**src/rsf_consts.svh**
```systemverilog
// Constants for the core register set: bit positions, reset values, sizes
`ifndef RSF_CONSTS_SVH
`define RSF_CONSTS_SVH

`define RSF_DATA_W        8
`define RSF_ADDR_W        16
`define RSF_BIT_CARRY     0
`define RSF_BIT_ZERO      1
`define RSF_BIT_NEG       2
`define RSF_BIT_PRIO_LO   3
`define RSF_BIT_HALF      4
`define RSF_BIT_PRIO_HI   5
`define RSF_RSV_MASK      8'hc0
`define RSF_FLAGS_RESET   8'he8
`define RSF_WORK_RESET    8'h00
`define RSF_PTR_RESET     8'h00
`define RSF_FETCH_RESET   16'h0000
`define RSF_STACK_HIGH    8'h01
`define RSF_STACK_LOW_RST 8'hff
`define RSF_IRQ_CTX_BYTES 3'h5
`define RSF_CALL_CTX_BYTES 3'h2

`endif

```
**src/rsf_pkg.sv**
```systemverilog
// Types shared by the core register set modules
package rsf_pkg;

    // Register selector for the dedicated-instruction access port
    typedef enum logic [2:0] {
        RSF_SEL_WORK  = 3'b000,
        RSF_SEL_PTR1  = 3'b001,
        RSF_SEL_PTR2  = 3'b010,
        RSF_SEL_PCL   = 3'b011,
        RSF_SEL_PCH   = 3'b100,
        RSF_SEL_SPL   = 3'b101,
        RSF_SEL_FLAGS = 3'b110,
        RSF_SEL_NONE  = 3'b111
    } rsf_sel_t;

    // Software priority encodings held in the two priority bits {hi, lo}
    typedef enum logic [1:0] {
        RSF_LVL0 = 2'b10,
        RSF_LVL1 = 2'b01,
        RSF_LVL2 = 2'b00,
        RSF_LVL3 = 2'b11
    } rsf_level_t;

    // Priority-bit operations
    typedef enum logic [2:0] {
        RSF_PRIO_NONE   = 3'b000,
        RSF_PRIO_UNMASK = 3'b001,
        RSF_PRIO_MASK   = 3'b010,
        RSF_PRIO_ENTRY  = 3'b011,
        RSF_PRIO_HALT   = 3'b100,
        RSF_PRIO_WFI    = 3'b101
    } rsf_prio_op_t;

    // Carry-flag operations
    typedef enum logic [1:0] {
        RSF_CY_NONE  = 2'b00,
        RSF_CY_SET   = 2'b01,
        RSF_CY_CLEAR = 2'b10,
        RSF_CY_ALU   = 2'b11
    } rsf_cy_op_t;

    // ALU result bundle with update enables for sign/zero (shared), half carry and carry
    typedef struct packed {
        logic       upd_nz;
        logic       upd_half;
        rsf_cy_op_t cy_op;
        logic [7:0] result;
        logic       half_carry;
        logic       carry;
    } rsf_alu_t;

    // Register write from a dedicated instruction (load, pop, restore)
    typedef struct packed {
        rsf_sel_t   sel;
        logic [7:0] data;
    } rsf_wr_t;

    // Stack pointer movement
    typedef struct packed {
        logic push;
        logic pop;
        logic reset_stack;
    } rsf_stack_t;

endpackage

```
**src/rsf_stack_ptr.sv**
```systemverilog
// Stack pointer with fixed upper byte and silent wrap
`timescale 1ns/1ps

module rsf_stack_ptr (
    // Clock and reset
    input  wire logic                  clk,
    input  wire logic                  rst_n,
    input  wire logic                  ce,
    // Control
    input  wire rsf_pkg::rsf_stack_t   stk,
    input  wire logic                  wr_low,
    input  wire logic [7:0]            wr_data,
    // State
    output logic      [15:0]           sp
);
    import rsf_pkg::*;
    `include "rsf_consts.svh"

    logic [7:0] low_ff;
    logic [7:0] nxt_low;

    always_comb begin
        nxt_low = low_ff;
        if (stk.reset_stack) begin
            nxt_low = `RSF_STACK_LOW_RST; // RULE_15
        end else if (wr_low) begin
            nxt_low = wr_data;
        end else if (stk.push) begin
            // 8-bit arithmetic wraps 00 to ff with no overflow flag
            nxt_low = low_ff - 8'h01; // RULE_16
        end else if (stk.pop) begin
            nxt_low = low_ff + 8'h01; // RULE_16
        end
    end

    always_ff @(posedge clk or negedge rst_n) begin
        if (!rst_n) begin
            low_ff <= `RSF_STACK_LOW_RST; // RULE_15
        end else if (ce) begin
            low_ff <= nxt_low;
        end
    end

    // Upper byte is hardwired: the stack spans a single 256-byte page
    assign sp = {`RSF_STACK_HIGH, low_ff}; // RULE_15

endmodule

```
**src/rsf_core_regs.sv**
```systemverilog
// Core register set: work, pointer, fetch, stack and flag registers
`timescale 1ns/1ps

// Summary of operation
// RULE_01 - Eight-bit work register holds ALU operands and results; here only a dedicated write loads it, alu.result is never stored.
// RULE_02 - Two eight-bit pointer registers for addressing or temporary data.
// RULE_03 - Second pointer is never touched by interrupt entry or return.
// RULE_04 - Sixteen-bit fetch pointer built from low and high bytes.
// RULE_05 - Registers are reached only through the dedicated access ports.
// RULE_06 - Eight-bit flags register, reset pattern 111x1xxx.
// RULE_07 - Flags can be pushed, popped and each bit tested or set.
// RULE_08 - Half carry follows bit 3 carry on add and add-with-carry.
// RULE_09 - Bit 2 copies result bit 7 of last data operation.
// RULE_10 - Bit 1 set when last data result is zero, else cleared.
// RULE_11 - Carry follows ALU overflow; set and clear ops force it.
// RULE_12 - Priority bits 5,3 encode levels 0 to 3; level 3 masks.
// RULE_13 - Interrupt entry loads priority bits from the level registers.
// RULE_14 - Unmask, mask, return, halt, wait and pop change priority.
// RULE_15 - Stack pointer resets to 01ff; high byte fixed; reset restores ff.
// RULE_16 - Decrement after push, increment before pop, wrap silently.
// RULE_17 - Interrupt pushes five bytes low fetch byte first; call two.
// RULE_18 - Flags not affected by an operation keep their value.
// RULE_19 - Flag bits 7 and 6 read one and ignore writes.
module rsf_core_regs (
    // Clock and reset
    input  wire logic                  clk,
    input  wire logic                  rst_n,
    input  wire logic                  ce,
    // Dedicated register write
    input  wire rsf_pkg::rsf_wr_t      wr,
    // Dedicated register read and context slot read
    input  wire rsf_pkg::rsf_sel_t     rd_sel,
    input  wire logic                  ctx_irq,
    input  wire logic [2:0]            ctx_slot,
    // Fetch pointer control
    input  wire logic                  fetch_load,
    input  wire logic [15:0]           fetch_addr,
    input  wire logic                  fetch_inc,
    // ALU result and flag control
    input  wire rsf_pkg::rsf_alu_t     alu,
    input  wire rsf_pkg::rsf_prio_op_t prio_op,
    input  wire logic [1:0]            entry_level,
    input  wire logic [2:0]            bit_idx,
    input  wire logic                  bit_set,
    input  wire logic                  bit_clr,
    // Stack control
    input  wire rsf_pkg::rsf_stack_t   stk,
    // Register state
    output logic      [7:0]            work_reg,
    output logic      [7:0]            first_pointer_reg,
    output logic      [7:0]            second_pointer_reg,
    output logic      [15:0]           fetch_pointer,
    output logic      [15:0]           stack_top_pointer,
    output logic      [7:0]            flags_reg,
    output logic      [7:0]            rd_data,
    output logic      [7:0]            ctx_byte
);
    import rsf_pkg::*;
    `include "rsf_consts.svh"

    logic [7:0]  work_ff;
    logic [7:0]  ptr1_ff;
    logic [7:0]  ptr2_ff;
    logic [15:0] fetch_ff;
    logic [7:0]  flags_ff;
    logic [7:0]  nxt_flags;
    logic [7:0]  rd_ff;
    logic [7:0]  ctx_ff;
    logic [15:0] sp_w;

    // Byte view of any register; no memory address reaches these
    function automatic logic [7:0] reg_byte(input rsf_sel_t s);
        unique case (s)
            RSF_SEL_WORK:  reg_byte = work_ff;
            RSF_SEL_PTR1:  reg_byte = ptr1_ff;
            RSF_SEL_PTR2:  reg_byte = ptr2_ff;
            RSF_SEL_PCL:   reg_byte = fetch_ff[7:0];
            RSF_SEL_PCH:   reg_byte = fetch_ff[15:8];
            RSF_SEL_SPL:   reg_byte = sp_w[7:0];
            RSF_SEL_FLAGS: reg_byte = flags_ff;
            RSF_SEL_NONE:  reg_byte = 8'h00;
        endcase
    endfunction

    // Context push order, slot 0 pushed first
    function automatic rsf_sel_t ctx_sel(input logic irq, input logic [2:0] slot);
        ctx_sel = RSF_SEL_NONE;
        if (irq && slot < `RSF_IRQ_CTX_BYTES) begin
            unique case (slot)
                3'h0:    ctx_sel = RSF_SEL_PCL; // RULE_17
                3'h1:    ctx_sel = RSF_SEL_PCH;
                3'h2:    ctx_sel = RSF_SEL_PTR1;
                3'h3:    ctx_sel = RSF_SEL_WORK;
                default: ctx_sel = RSF_SEL_FLAGS;
            endcase
        end else if (!irq && slot < `RSF_CALL_CTX_BYTES) begin
            ctx_sel = slot[0] ? RSF_SEL_PCH : RSF_SEL_PCL; // RULE_17
        end
    endfunction

    rsf_stack_ptr u_stack (
        .clk     (clk),
        .rst_n   (rst_n),
        .ce      (ce),
        .stk     (stk),
        .wr_low  (wr.sel == RSF_SEL_SPL),
        .wr_data (wr.data),
        .sp      (sp_w)
    );

    // Work register: loaded only by a dedicated write; the ALU result is never stored here
    always_ff @(posedge clk or negedge rst_n) begin
        if (!rst_n) begin
            work_ff <= `RSF_WORK_RESET;
        end else if (ce) begin
            if (wr.sel == RSF_SEL_WORK) begin
                work_ff <= wr.data; // RULE_01
            end
        end
    end

    // Pointer registers
    always_ff @(posedge clk or negedge rst_n) begin
        if (!rst_n) begin
            ptr1_ff <= `RSF_PTR_RESET;
            ptr2_ff <= `RSF_PTR_RESET;
        end else if (ce) begin
            if (wr.sel == RSF_SEL_PTR1) begin
                ptr1_ff <= wr.data; // RULE_02
            end
            // Not in the context set, so entry and return never select it
            if (wr.sel == RSF_SEL_PTR2) begin
                ptr2_ff <= wr.data; // RULE_03
            end
        end
    end

    // Fetch pointer: byte restore, full load, or step
    always_ff @(posedge clk or negedge rst_n) begin
        if (!rst_n) begin
            fetch_ff <= `RSF_FETCH_RESET;
        end else if (ce) begin
            if (fetch_load) begin
                fetch_ff <= fetch_addr; // RULE_04
            end else if (wr.sel == RSF_SEL_PCL) begin
                fetch_ff[7:0] <= wr.data; // RULE_04
            end else if (wr.sel == RSF_SEL_PCH) begin
                fetch_ff[15:8] <= wr.data; // RULE_04
            end else if (fetch_inc) begin
                fetch_ff <= fetch_ff + 16'h0001;
            end
        end
    end

    // Flags: pop first, then ALU, bit ops and priority ops override per bit
    always_comb begin
        nxt_flags = flags_ff; // RULE_18
        if (wr.sel == RSF_SEL_FLAGS) begin
            nxt_flags = wr.data; // RULE_07
        end
        if (alu.upd_half) begin
            nxt_flags[`RSF_BIT_HALF] = alu.half_carry; // RULE_08
        end
        if (alu.upd_nz) begin
            nxt_flags[`RSF_BIT_NEG]  = alu.result[7]; // RULE_09
            nxt_flags[`RSF_BIT_ZERO] = (alu.result == 8'h00); // RULE_10
        end
        unique case (alu.cy_op)
            RSF_CY_NONE:  nxt_flags[`RSF_BIT_CARRY] = nxt_flags[`RSF_BIT_CARRY];
            RSF_CY_SET:   nxt_flags[`RSF_BIT_CARRY] = 1'b1; // RULE_11
            RSF_CY_CLEAR: nxt_flags[`RSF_BIT_CARRY] = 1'b0; // RULE_11
            RSF_CY_ALU:   nxt_flags[`RSF_BIT_CARRY] = alu.carry; // RULE_11
        endcase
        if (bit_set) begin
            nxt_flags[bit_idx] = 1'b1; // RULE_07
        end else if (bit_clr) begin
            nxt_flags[bit_idx] = 1'b0; // RULE_07
        end
        // Return restores the bits via the flags pop, so it needs no case here
        unique case (prio_op)
            RSF_PRIO_NONE: begin
            end
            RSF_PRIO_UNMASK, RSF_PRIO_HALT, RSF_PRIO_WFI: begin
                {nxt_flags[`RSF_BIT_PRIO_HI], nxt_flags[`RSF_BIT_PRIO_LO]} = RSF_LVL0; // RULE_14
            end
            RSF_PRIO_MASK: begin
                {nxt_flags[`RSF_BIT_PRIO_HI], nxt_flags[`RSF_BIT_PRIO_LO]} = RSF_LVL3; // RULE_12
            end
            RSF_PRIO_ENTRY: begin
                nxt_flags[`RSF_BIT_PRIO_HI] = entry_level[1]; // RULE_13
                nxt_flags[`RSF_BIT_PRIO_LO] = entry_level[0]; // RULE_13
            end
            default: begin
            end
        endcase
        nxt_flags = nxt_flags | `RSF_RSV_MASK; // RULE_19
    end

    always_ff @(posedge clk or negedge rst_n) begin
        if (!rst_n) begin
            flags_ff <= `RSF_FLAGS_RESET; // RULE_06
        end else if (ce) begin
            flags_ff <= nxt_flags;
        end
    end

    // Read ports registered so every output comes from a flip-flop
    always_ff @(posedge clk or negedge rst_n) begin
        if (!rst_n) begin
            rd_ff  <= 8'h00;
            ctx_ff <= 8'h00;
        end else if (ce) begin
            rd_ff  <= reg_byte(rd_sel); // RULE_05
            ctx_ff <= reg_byte(ctx_sel(ctx_irq, ctx_slot)); // RULE_17
        end
    end

    assign work_reg           = work_ff;
    assign first_pointer_reg  = ptr1_ff;
    assign second_pointer_reg = ptr2_ff;
    assign fetch_pointer      = fetch_ff;
    assign stack_top_pointer  = sp_w;
    assign flags_reg          = flags_ff;
    assign rd_data            = rd_ff;
    assign ctx_byte           = ctx_ff;

endmodule

```
**config.mk**
```make
export PLATFORM = sky130hd
export DESIGN_NAME = rsf_core_regs
export DESIGN_NICKNAME = d
export VERILOG_FILES = /design/src/rsf_pkg.sv /design/src/rsf_stack_ptr.sv /design/src/rsf_core_regs.sv
export VERILOG_INCLUDE_DIRS = /design/src
export SDC_FILE = /design/constraint.sdc
export NUM_CORES = 1
export LEC_CHECK = 0
export BUFFER_PORTS_ARGS = -buffer_cell sky130_fd_sc_hd__buf_2
export CAP_MARGIN = 25
export CORE_AREA = 2 2 90 114
export DETAILED_ROUTE_END_ITERATION = 6
export DIE_AREA = 0 0 92 116
export PLACE_DENSITY_LB_ADDON = 0.05
export SLEW_MARGIN = 25
export SYNTH_ARGS = -nofsm -noshare
export SYNTH_HDL_FRONTEND = slang
export SYNTH_SLANG_ARGS = --single-unit
export TNS_END_PERCENT = 30
```
**constraint.sdc**
```tcl
create_clock -name clk -period 2.1 [get_ports clk]
set_input_delay 0.42 -clock clk [delete_from_list [all_inputs] [get_ports clk]]
set_output_delay 0.42 -clock clk [all_outputs]
set_load 0.02 [all_outputs]
```
==> qor.txt, run 1 <==
status - finished clean
Final Cycle Share - 93.4%
min Tclk post-route - 1.96 ns
final setup fails - 0
worst-path fanout max - 4
measured slew at the worst slew-check pin - 0.682 ns
CTS tree - yes
Synth Flop Type - dfrtp_1
Die Span Y - 116 microns
1st-iter DRT viols - 469
first-pass GRT wire length - 26600 microns
Rel. slew slack - 54.0%
area of the multi-input gates - 0.00288 sq mm
register area share after synthesis - 35.5%
clock slew at reported path FFs - 0.06 ns
Synth area leaders - dfrtp_1, mux2_2, dfstp_2
post-route ant nets - 0
Fill cells - 824
count of cell types in the netlist - 66
DPL Wire Length - 12500 microns
Async SR Flop Fraction - 100%
DRT Wirelength - 17100 microns
Setup crit start kind - flip-flop
Core ar. - 0.00951 sq mm
fin area - 0.00627 sq mm
worst setup path category - reg -> reg
Crit. End Element - flip-flop
unrepaired setup endpoints after global routing - false
Cells after DPL - 828
area share of the largest cell type after synthesis - 30.2%
vias per std cell - 6.21
Remaining DRCs - 0
worst reg2reg endpoint - u_stack.low_ff[4]
Final Wtd Congestion - 0.956
CP max stage cell - dfstp_2
Worst Path Arrival - 2.20 ns
Vias - 5261
initial antenna violation count - 0
Clock Path Buffers - 2
Syn Inst Count - 571
num rows - 40
Clock Latency Late Sink - 0.34 ns
Max Clk Rate - 510 MHz
vias in the first global route - 4997
pin count of the biggest net entering global routing - 71
Placed Area - 0.00587 sq mm
worst r2r src - u_stack.low_ff[2]
Pleak - 2.85 nW
Tot GR Track Use - 32.5%
Die X - 92 microns
first drt pass iteration count - 5
r2r worst-path depth - 6
Syn Std Cell Area - 0.00497 sq mm
die area - 0.0107 sq mm
input/output buffers - 135
fin cells - 847
Setup WS pre-CTS - 0.0864 ns
Initial Utilization - 52.2%
GR Overflow Total - 0
Required @ worst endpoint - 2.34 ns
Final TNS setup - 0 ns
Worst Clk Skew - 0.00709 ns
r2r setup slk - 0.14 ns
routed length per placed instance - 20.2 microns
Synth Register Bits - 70
root buffer cell - clkbuf_16
hold crit path type - in -> async
nets@finish - 790
slowest stage delay, CP - 0.58 ns
Syn. warnings - 0
Power Density - 943 mW/mm^2
Antenna Cells - 0
Max Slew Vio Count - 0
clock sink total - 70
critical-path cell list - ha_1 > nor2b_2 > o21a_1 > or3_1 > a311oi_2 > o21ai_1
cell taking the most area after synthesis - dfrtp_1
synth-to-layout area growth - 26.3%
Mean Syn Cell Area - 8.70 sq um
final worst setup slack - 0.138 ns
TritonCTS Buffers - 9
Final Hold Vio Count - 0
max FFs per register - 16
VDD IR max - 511 uV
max_cap viols - 0
Post-synth EDFFs - 0
Reg area - 0.00176 sq mm
layout cells sized above 1 - 33.4%
deepest level of the CTS H-tree - 3
Boundary Pins - 146
==> through the flow <==
stage	power, mW	hold slack, ns	utilization [%]
final	5.92	0.112	66.0
after global routing	6.18	0.150	66.0
after CTS	5.88	0.129	65.6
after detailed placement	3.96	0.484	61.7
after global placement	3.93	0.478	61.7
after floorplan	3.14	0.124	-
==> cell usage in the layout (no fill, tap or decap), types with 8 or more instances in the layout <==
master | Yosys | layout
nand3_1 | 16 | 16
dfstp_2 | 10 | 10
o221ai_1 | 11 | 11
mux2i_1 | 12 | 12
a21oi_1 | 35 | 35
buf_4 | 13 | 40
a211oi_1 | 8 | 8
o211ai_1 | 11 | 11
clkbuf_16 | 0 | 9
inv_1 | 28 | 28
mux2_2 | 29 | 29
o21ai_0 | 35 | 34
dfrtp_1 | 60 | 60
a31oi_1 | 11 | 11
a22oi_1 | 12 | 12
conb_1 | 2 | 10
nand2_1 | 41 | 41
nor3_1 | 11 | 11
nand2b_1 | 12 | 12
nor2_1 | 50 | 50
nor2b_1 | 16 | 15
buf_2 | 6 | 135
==> synthesized netlist by cell type, types with 12 or more instances <==
| cell | number |
|---|---|
| clkbuf_1 | 27 |
| mux2i_1 | 12 |
| o21ai_0 | 35 |
| nand3_1 | 16 |
| inv_1 | 28 |
| nand2b_1 | 12 |
| nand2_1 | 41 |
| buf_4 | 13 |
| nor2_1 | 50 |
| a21oi_1 | 35 |
| nor2b_1 | 16 |
| a22oi_1 | 12 |
| mux2_2 | 29 |
| dfrtp_1 | 60 |
==> layout make-up <==
| cell class | instances | area share, % |
|---|---|---|
| Tap cell | 126 | 2.51 |
| Clock inverter | 6 | 2.11 |
| Inverter | 28 | 1.68 |
| Multi-Input combinational cell | 431 | 45.9 |
| Sequential cell | 70 | 28.1 |
| Timing Repair Buffer | 176 | 15.9 |
| Clock buffer | 10 | 3.81 |
==> critical path, delay by kind of cell (launching register included) <==
| kind | cells | cell delay, ns |
|---|---|---|
| DFF | 1 | 0.58 |
| and+or+nand+nor | 2 | 0.51 |
| AOI/OAI and AO/OA | 3 | 0.50 |
| adders and majority gates | 1 | 0.28 |
==> how the worst max path moves through the flow <==
| stage | cells past startpoint | slack, ns | to | startpoint |
|---|---|---|---|---|
| 2_1_floorplan | 7 | 0.16 | fetch_pointer[13] | fetch_pointer[3] |
| 3_3_place_gp | 8 | 0.11 | u_stack.low_ff[4] | stk[2] |
| 3_5_place_dp | 8 | 0.09 | u_stack.low_ff[4] | stk[2] |
| 4_1_cts | 7 | 0.13 | u_stack.low_ff[4] | u_stack.low_ff[0] |
| 5_1_grt | 6 | 0.03 | u_stack.low_ff[7] | u_stack.low_ff[1] |
| 6_report | 6 | 0.14 | u_stack.low_ff[4] | u_stack.low_ff[2] |
==> metal layers <==
metal  part of all wire [%]  global-route usage [%]  up-vias
met3                    8.7                    6.70       40
met1                     41                    41.3     2531
met2                     48                    53.2      302
li1                       -                       -     2388
met5                      0                       0        -
met4                    3.2                    15.4        0
==> cells by family after synthesis <==
group / share of synthesized area (%)
buffers and inverters: 7.38
multiplexers: 8.99
AO/OA/AOI/OAI: 25.7
AND/OR/NAND/NOR: 18.8
flip-flops: 35.5
other: 0.151
adder cells (fa/ha/maj): 2.17
XOR/XNOR: 1.23
==> power breakdown <==
| group | switching (mW) | leakage (nW) | internal (mW) | total, mW |
|---|---|---|---|---|
| logic | 1.20 | 1.84 | 0.832 | 2.03 |
| registers | 0.339 | 0.831 | 1.64 | 1.98 |
| clock network | 0.594 | 0.179 | 1.31 | 1.90 |
==> repair_timing <==
| item | 4_1_cts | 5_1_grt |
|---|---|---|
| setup buffers | 0 | 3 |
| resized for setup | 0 | 4 |
| setup endpoints to repair | 0 | 1 |
| hold buffers | 0 | 0 |
(Power assumes the default switching activity.)
==> inputs of run 2 (changes only) <==
--- a/config.mk
+++ b/config.mk
@@ -15,5 +15,6 @@
 export SLEW_MARGIN = 25
 export SYNTH_ARGS = -nofsm -noshare
 export SYNTH_HDL_FRONTEND = slang
+export SYNTH_HIERARCHICAL = 1
 export SYNTH_SLANG_ARGS = --single-unit
 export TNS_END_PERCENT = 30
==> qor.txt, run 2 <==
Post-CTS Setup Bufs - 0
Die X - 92 microns
Post-synth EDFFs - 0
nets@finish - 782
worst r2r src - u_stack/low_ff[1]
Initial Utilization - 52.2%
status - finished clean
Max Slew Vio Count - 0
Clock Latency Late Sink - 0.33 ns
1st-iter DRT viols - 373
Synth area leaders - dfrtp_1, mux2_2, o21ai_0
unrepaired setup endpoints after global routing - false
root buffer cell - clkbuf_16
worst setup path category - reg -> reg
min Tclk post-route - 1.95 ns
vias per std cell - 6.14
clock sink total - 70
Final Cycle Share - 92.7%
area share of the largest cell type after synthesis - 30.2%
Worst Clk Skew - 0.00488 ns
Boundary Pins - 146
deepest level of the CTS H-tree - 3
pin count of the biggest net entering global routing - 32
input/output buffers - 135
Required @ worst endpoint - 2.34 ns
DRT Wirelength - 16300 microns
Power Density - 903 mW/mm^2
Tot GR Track Use - 30.4%
Setup WS pre-CTS - 0.0414 ns
final setup fails - 0
first-pass GRT wire length - 24800 microns
crit path from - u_stack/low_ff[1]
synth-to-layout area growth - 23.5%
Remaining DRCs - 0
max_cap viols - 0
most frequent cells in the layout - buf_2, dfrtp_1, o21ai_0, nand2_1, a21oi_1
initial antenna violation count - 0
max FFs per register - 16
most common cell after layout, fill and taps aside - buf_2
Die Span Y - 116 microns
measured slew at the worst slew-check pin - 0.616 ns
Rel. slew slack - 58.9%
Fill cells - 886
Syn. warnings - 6
Final TNS setup - 0 ns
Pleak - 2.75 nW
GR Overflow Total - 0
clock slew at reported path FFs - 0.06 ns
Final Wtd Congestion - 0.927
hold crit path type - in -> async
Antenna Cells - 0
final worst setup slack - 0.153 ns
r2r worst-path depth - 7
Synth Flop Type - dfrtp_1
hold buffer count at CTS - 0
Worst Path Arrival - 2.19 ns
area of the multi-input gates - 0.00291 sq mm
Syn Std Cell Area - 0.00497 sq mm
DR WL met3 - 1230 microns
Async SR Flop Fraction - 100%
vias in the first global route - 4679
metal2 WL - 7780 microns
Clock Path Buffers - 2
Syn Inst Count - 574
top post-synthesis cells by count - dfrtp_1, o21ai_0, nand2_1
die area - 0.0107 sq mm
cell taking the most area after synthesis - dfrtp_1
Reg area - 0.00176 sq mm
post-route ant nets - 0
Max Clk Rate - 514 MHz
first drt pass iteration count - 5
routed length per placed instance - 19.4 microns
Core ar. - 0.00951 sq mm
post-CTS sizing - 0
CTS tree - yes
Mean Syn Cell Area - 8.65 sq um
Synth Register Bits - 70
Final Hold Vio Count - 0
TritonCTS Buffers - 9
Vias - 5149
Crit. End Element - flip-flop
Worst Setup EP - u_stack/low_ff[7]
top layer in use - met4
DPL Wire Length - 12300 microns
worst-path fanout max - 4
r2r setup slk - 0.15 ns
worst reg2reg endpoint - u_stack/low_ff[7]
WL met1 - 6580 microns
layout cells sized above 1 - 31.7%
cell with the most instances after synthesis - dfrtp_1
Setup crit start kind - flip-flop
VDD IR max - 476 uV
count of cell types in the netlist - 73
num rows - 40
register area share after synthesis - 35.5%
-- run 2: critical path, stage by stage, from the launching register on --
cell	delay (ns)
dfstp_2	0.56
ha_1	0.25
a211oi_2	0.26
nor2_1	0.11
nand3_2	0.09
mux2i_1	0.24
nor4b_1	0.09
nor4_1	0.27
-- run 2: worst min-delay path by stage --
stage | from | to | slack, ns | cells past startpoint
final | rst_n | work_reg[0] | 0.1 | 1
after global routing | rst_n | work_reg[0] | 0.13 | 1
after floorplan | rst_n | ctx_byte[0] | 0.12 | 0
after detailed placement | rst_n | work_reg[5] | 0.46 | 1
after global placement | rst_n | work_reg[0] | 0.45 | 1
after CTS | rst_n | work_reg[5] | 0.11 | 1
-- run 2: kinds of logic (layout without fill, tap and decap cells) --
kind of cell    count (synthesis)  in the layout  synth area share [%]
compound gates                198            198                  26.3
simple gates                  176            176                  18.6
xor+xnor                        2              2                 0.353
buf+inv                        69            200                  6.40
flops                          70             70                  35.5
fa+ha+maj                       8              8                  2.17
other cells                     3             10                 0.227
mux                            48             48                  10.4
-- run 2: final cells by class --
class | instances | share of cell area [%]
multi-input cells | 442 | 47.5
flip-flops and latches | 70 | 28.8
repair buffers | 162 | 14.9
clock buffers | 10 | 3.90
well taps | 126 | 2.57
inverters | 23 | 1.41
clock inverters | 5 | 0.979
-- run 2: routing by layer --
metal	track usage, %	vias up
li1	-	2396
met1	38.9	2432
met2	50.4	280
met3	5.33	41
met4	14.2	0
met5	0	-
-- run 2: where the power goes --
group,switching (mW),internal (mW),leakage (nW)
registers,0.393,1.66,0.824
clock network,0.584,0.946,0.145
logic,1.17,0.795,1.79
-- run 2: through the flow --
stage               util (%)  hold slack, ns  cell area (sq um)  instances  total power, mW
global route            64.5           0.131               6130        838             5.81
detailed placement      61.4           0.463               5840        823             4.00
floorplan                  -           0.124               4990        581             3.21
CTS                     64.5           0.108               6130        838             5.53
global placement        61.4           0.455               5840        823             3.96
finish                  64.5          0.0978               6130        838             5.54
==> inputs of run 3 (changes only) <==
--- a/config.mk
+++ b/config.mk
@@ -6,11 +6,11 @@
 export SDC_FILE = /design/constraint.sdc
 export NUM_CORES = 1
 export LEC_CHECK = 0
-export BUFFER_PORTS_ARGS = -buffer_cell sky130_fd_sc_hd__buf_2
+export BUFFER_PORTS_ARGS = -buffer_cell sky130_fd_sc_hd__buf_4
 export CAP_MARGIN = 25
-export CORE_AREA = 2 2 90 114
+export CORE_AREA = 2 2 100 102
 export DETAILED_ROUTE_END_ITERATION = 6
-export DIE_AREA = 0 0 92 116
+export DIE_AREA = 0 0 102 104
 export PLACE_DENSITY_LB_ADDON = 0.05
 export SLEW_MARGIN = 25
 export SYNTH_ARGS = -nofsm -noshare
==> qor.txt, run 3 (synthesis gave the netlist of run 2 again) <==
clock slew at reported path FFs - 0.09 ns
Placed Area - 0.00610 sq mm
Pleak - 2.80 nW
Crit. End Element - flip-flop
Worst Clk Skew - 0.0149 ns
pin count of the biggest net entering global routing - 50
worst setup path category - reg -> reg
Final Cycle Share - 97.6%
slowest stage delay, CP - 0.56 ns
die area - 0.0106 sq mm
final core occ - 66.5%
Gate power share - 38.8%
Power Density - 856 mW/mm^2
CTS tree - yes
NetSw - 2.14 mW
Final Hold Vio Count - 0
most frequent cells in the layout - buf_4, dfrtp_1, o21ai_0, nand2_1, a21oi_1
Max Slew Vio Count - 0
Fill cells - 843
Post-CTS Setup Bufs - 0
Sw Share - 39.3%
status - finished clean
CP max stage cell - dfstp_2
VDD IR max - 437 uV
Worst Path Buf+Inv - 0
Cells after DPL - 823
final setup fails - 0
first-pass GRT wire length - 24800 microns
Boundary Pins - 146
measured slew at the worst slew-check pin - 0.491 ns
vias in the first global route - 4723
Core ar. - 0.00955 sq mm
Die Span Y - 104 microns
critical-path cell list - ha_1 > a211oi_2 > nor2_1 > nand3_2 > mux2i_1 > o2111a_1 > nor4_2
Vias - 5073
fin cells - 840
max_cap viols - 0
internal power - 3.30 mW
routed length per placed instance - 18.9 microns
vias per std cell - 6.04
Max Clk Rate - 488 MHz
Clk network pwr share - 23.3%
first drt pass iteration count - 5
Setup crit start kind - flip-flop
root buffer cell - clkbuf_8
input/output buffers - 135
Initial Utilization - 52.0%
most common cell after layout, fill and taps aside - buf_4
Final TNS setup - 0 ns
TritonCTS Buffers - 9
Clock Path Buffers - 2
worst-path fanout max - 4
max FFs per register - 16
Die X - 102 microns
DPL Wire Length - 11900 microns
Clock Latency Late Sink - 0.37 ns
synth-to-layout area growth - 27.8%
post-route ant nets - 0
layout cells sized above 1 - 31.3%
clock sink total - 70
initial antenna violation count - 0
DRT Wirelength - 15900 microns
Required @ worst endpoint - 2.37 ns
1st-iter DRT viols - 363
GR Overflow Total - 0
CP delay by family, top - compound AO/OA/AOI/OAI gates
fin area - 0.00635 sq mm
nets@finish - 776
hold crit path type - in -> reg
Worst Path Arrival - 2.32 ns
num rows - 36
Sequential Power Share - 37.9%
Remaining DRCs - 0
Antenna Cells - 0
Final Wtd Congestion - 0.950
Rel. slew slack - 66.8%
deepest level of the CTS H-tree - 3
min Tclk post-route - 2.05 ns
Tot GR Track Use - 30.2%
run 3: cell count changes in the layout (fill, tap and decap cells not counted), moves of 2 or more:
cell / before / now
clkbuf_16: 9 / 0
inv_6: 0 / 2
buf_2: 135 / 0
clkbuf_8: 1 / 9
buf_4: 24 / 154
buf_12: 3 / 1
run 3: area by class of cell:
class | count | area [sq um] | share of cell area (%)
inverter | 23 | 86.3 | 1.36
timing repair buffer | 156 | 1190 | 18.7
tap | 133 | 166 | 2.62
sequential | 70 | 1760 | 27.8
clock buffer | 9 | 124 | 1.95
clock inverter | 7 | 105 | 1.66
multi-input combinational | 442 | 2920 | 46.0
run 3: power groups by stage:
stage	clock network (mW)	registers [mW]	logic [mW]
global route	1.34	2.11	2.28
floorplan	0	2.25	0.956
finish	1.27	2.06	2.11
detailed placement	0	2.08	2.08
CTS	1.29	2.05	2.09
global placement	0	2.08	2.05
run 3: final timing paths:
| check | slack [ns] | end | startpoint | depth (start not counted) |
|---|---|---|---|---|
| setup / recovery | 0.05 | u_stack/low_ff[7] | u_stack/low_ff[1] | 7 |
| hold / removal | 0.31 | flags_reg[0] | alu[10] | 3 |
| setup reg to reg | 0.05 | u_stack/low_ff[7] | u_stack/low_ff[1] | 7 |
| hold reg to reg | 0.50 | u_stack/low_ff[3] | u_stack/low_ff[3] | 2 |
| max in group asynchronous | 1.01 | u_stack/low_ff[0] | rst_n | 3 |
| min in group asynchronous | 0.47 | fetch_pointer[10] | rst_n | 2 |
run 3: routing by layer:
layer / up-vias / track usage (%) / wire length, microns / part of all wire (%)
met5: - / 0 / 0 / 0
met4: 0 / 10.5 / 380 / 2.4
li1: 2372 / - / - / -
met2: 249 / 46.6 / 7520 / 47
met1: 2415 / 42.8 / 6740 / 42
met3: 37 / 5.04 / 1220 / 7.7
run 3: metrics by stage:
| step | power (mW) | hold slack, ns | setup slack [ns] |
|---|---|---|---|
| after global routing | 5.72 | 0.308 | -0.0151 |
| after floorplan | 3.21 | 0.124 | 0.161 |
| after CTS | 5.43 | 0.302 | 0.0466 |
| after global placement | 4.12 | 0.301 | 0.0777 |
| final | 5.44 | 0.315 | 0.0500 |
| after detailed placement | 4.16 | 0.304 | -0.0468 |
run 3: worst reg2reg max path, cell delays in order, from the launching register on:
cell	delay (ns)
dfstp_2	0.56
ha_1	0.26
a211oi_2	0.30
nor2_1	0.12
nand3_2	0.09
mux2i_1	0.09
o2111a_1	0.27
nor4_2	0.28
run 3: timing repair:
item,CTS,global route
hold buffers,1,0
setup endpoints to repair,0,1
gates resized for setup,0,1
hold endpoints to repair,7,0
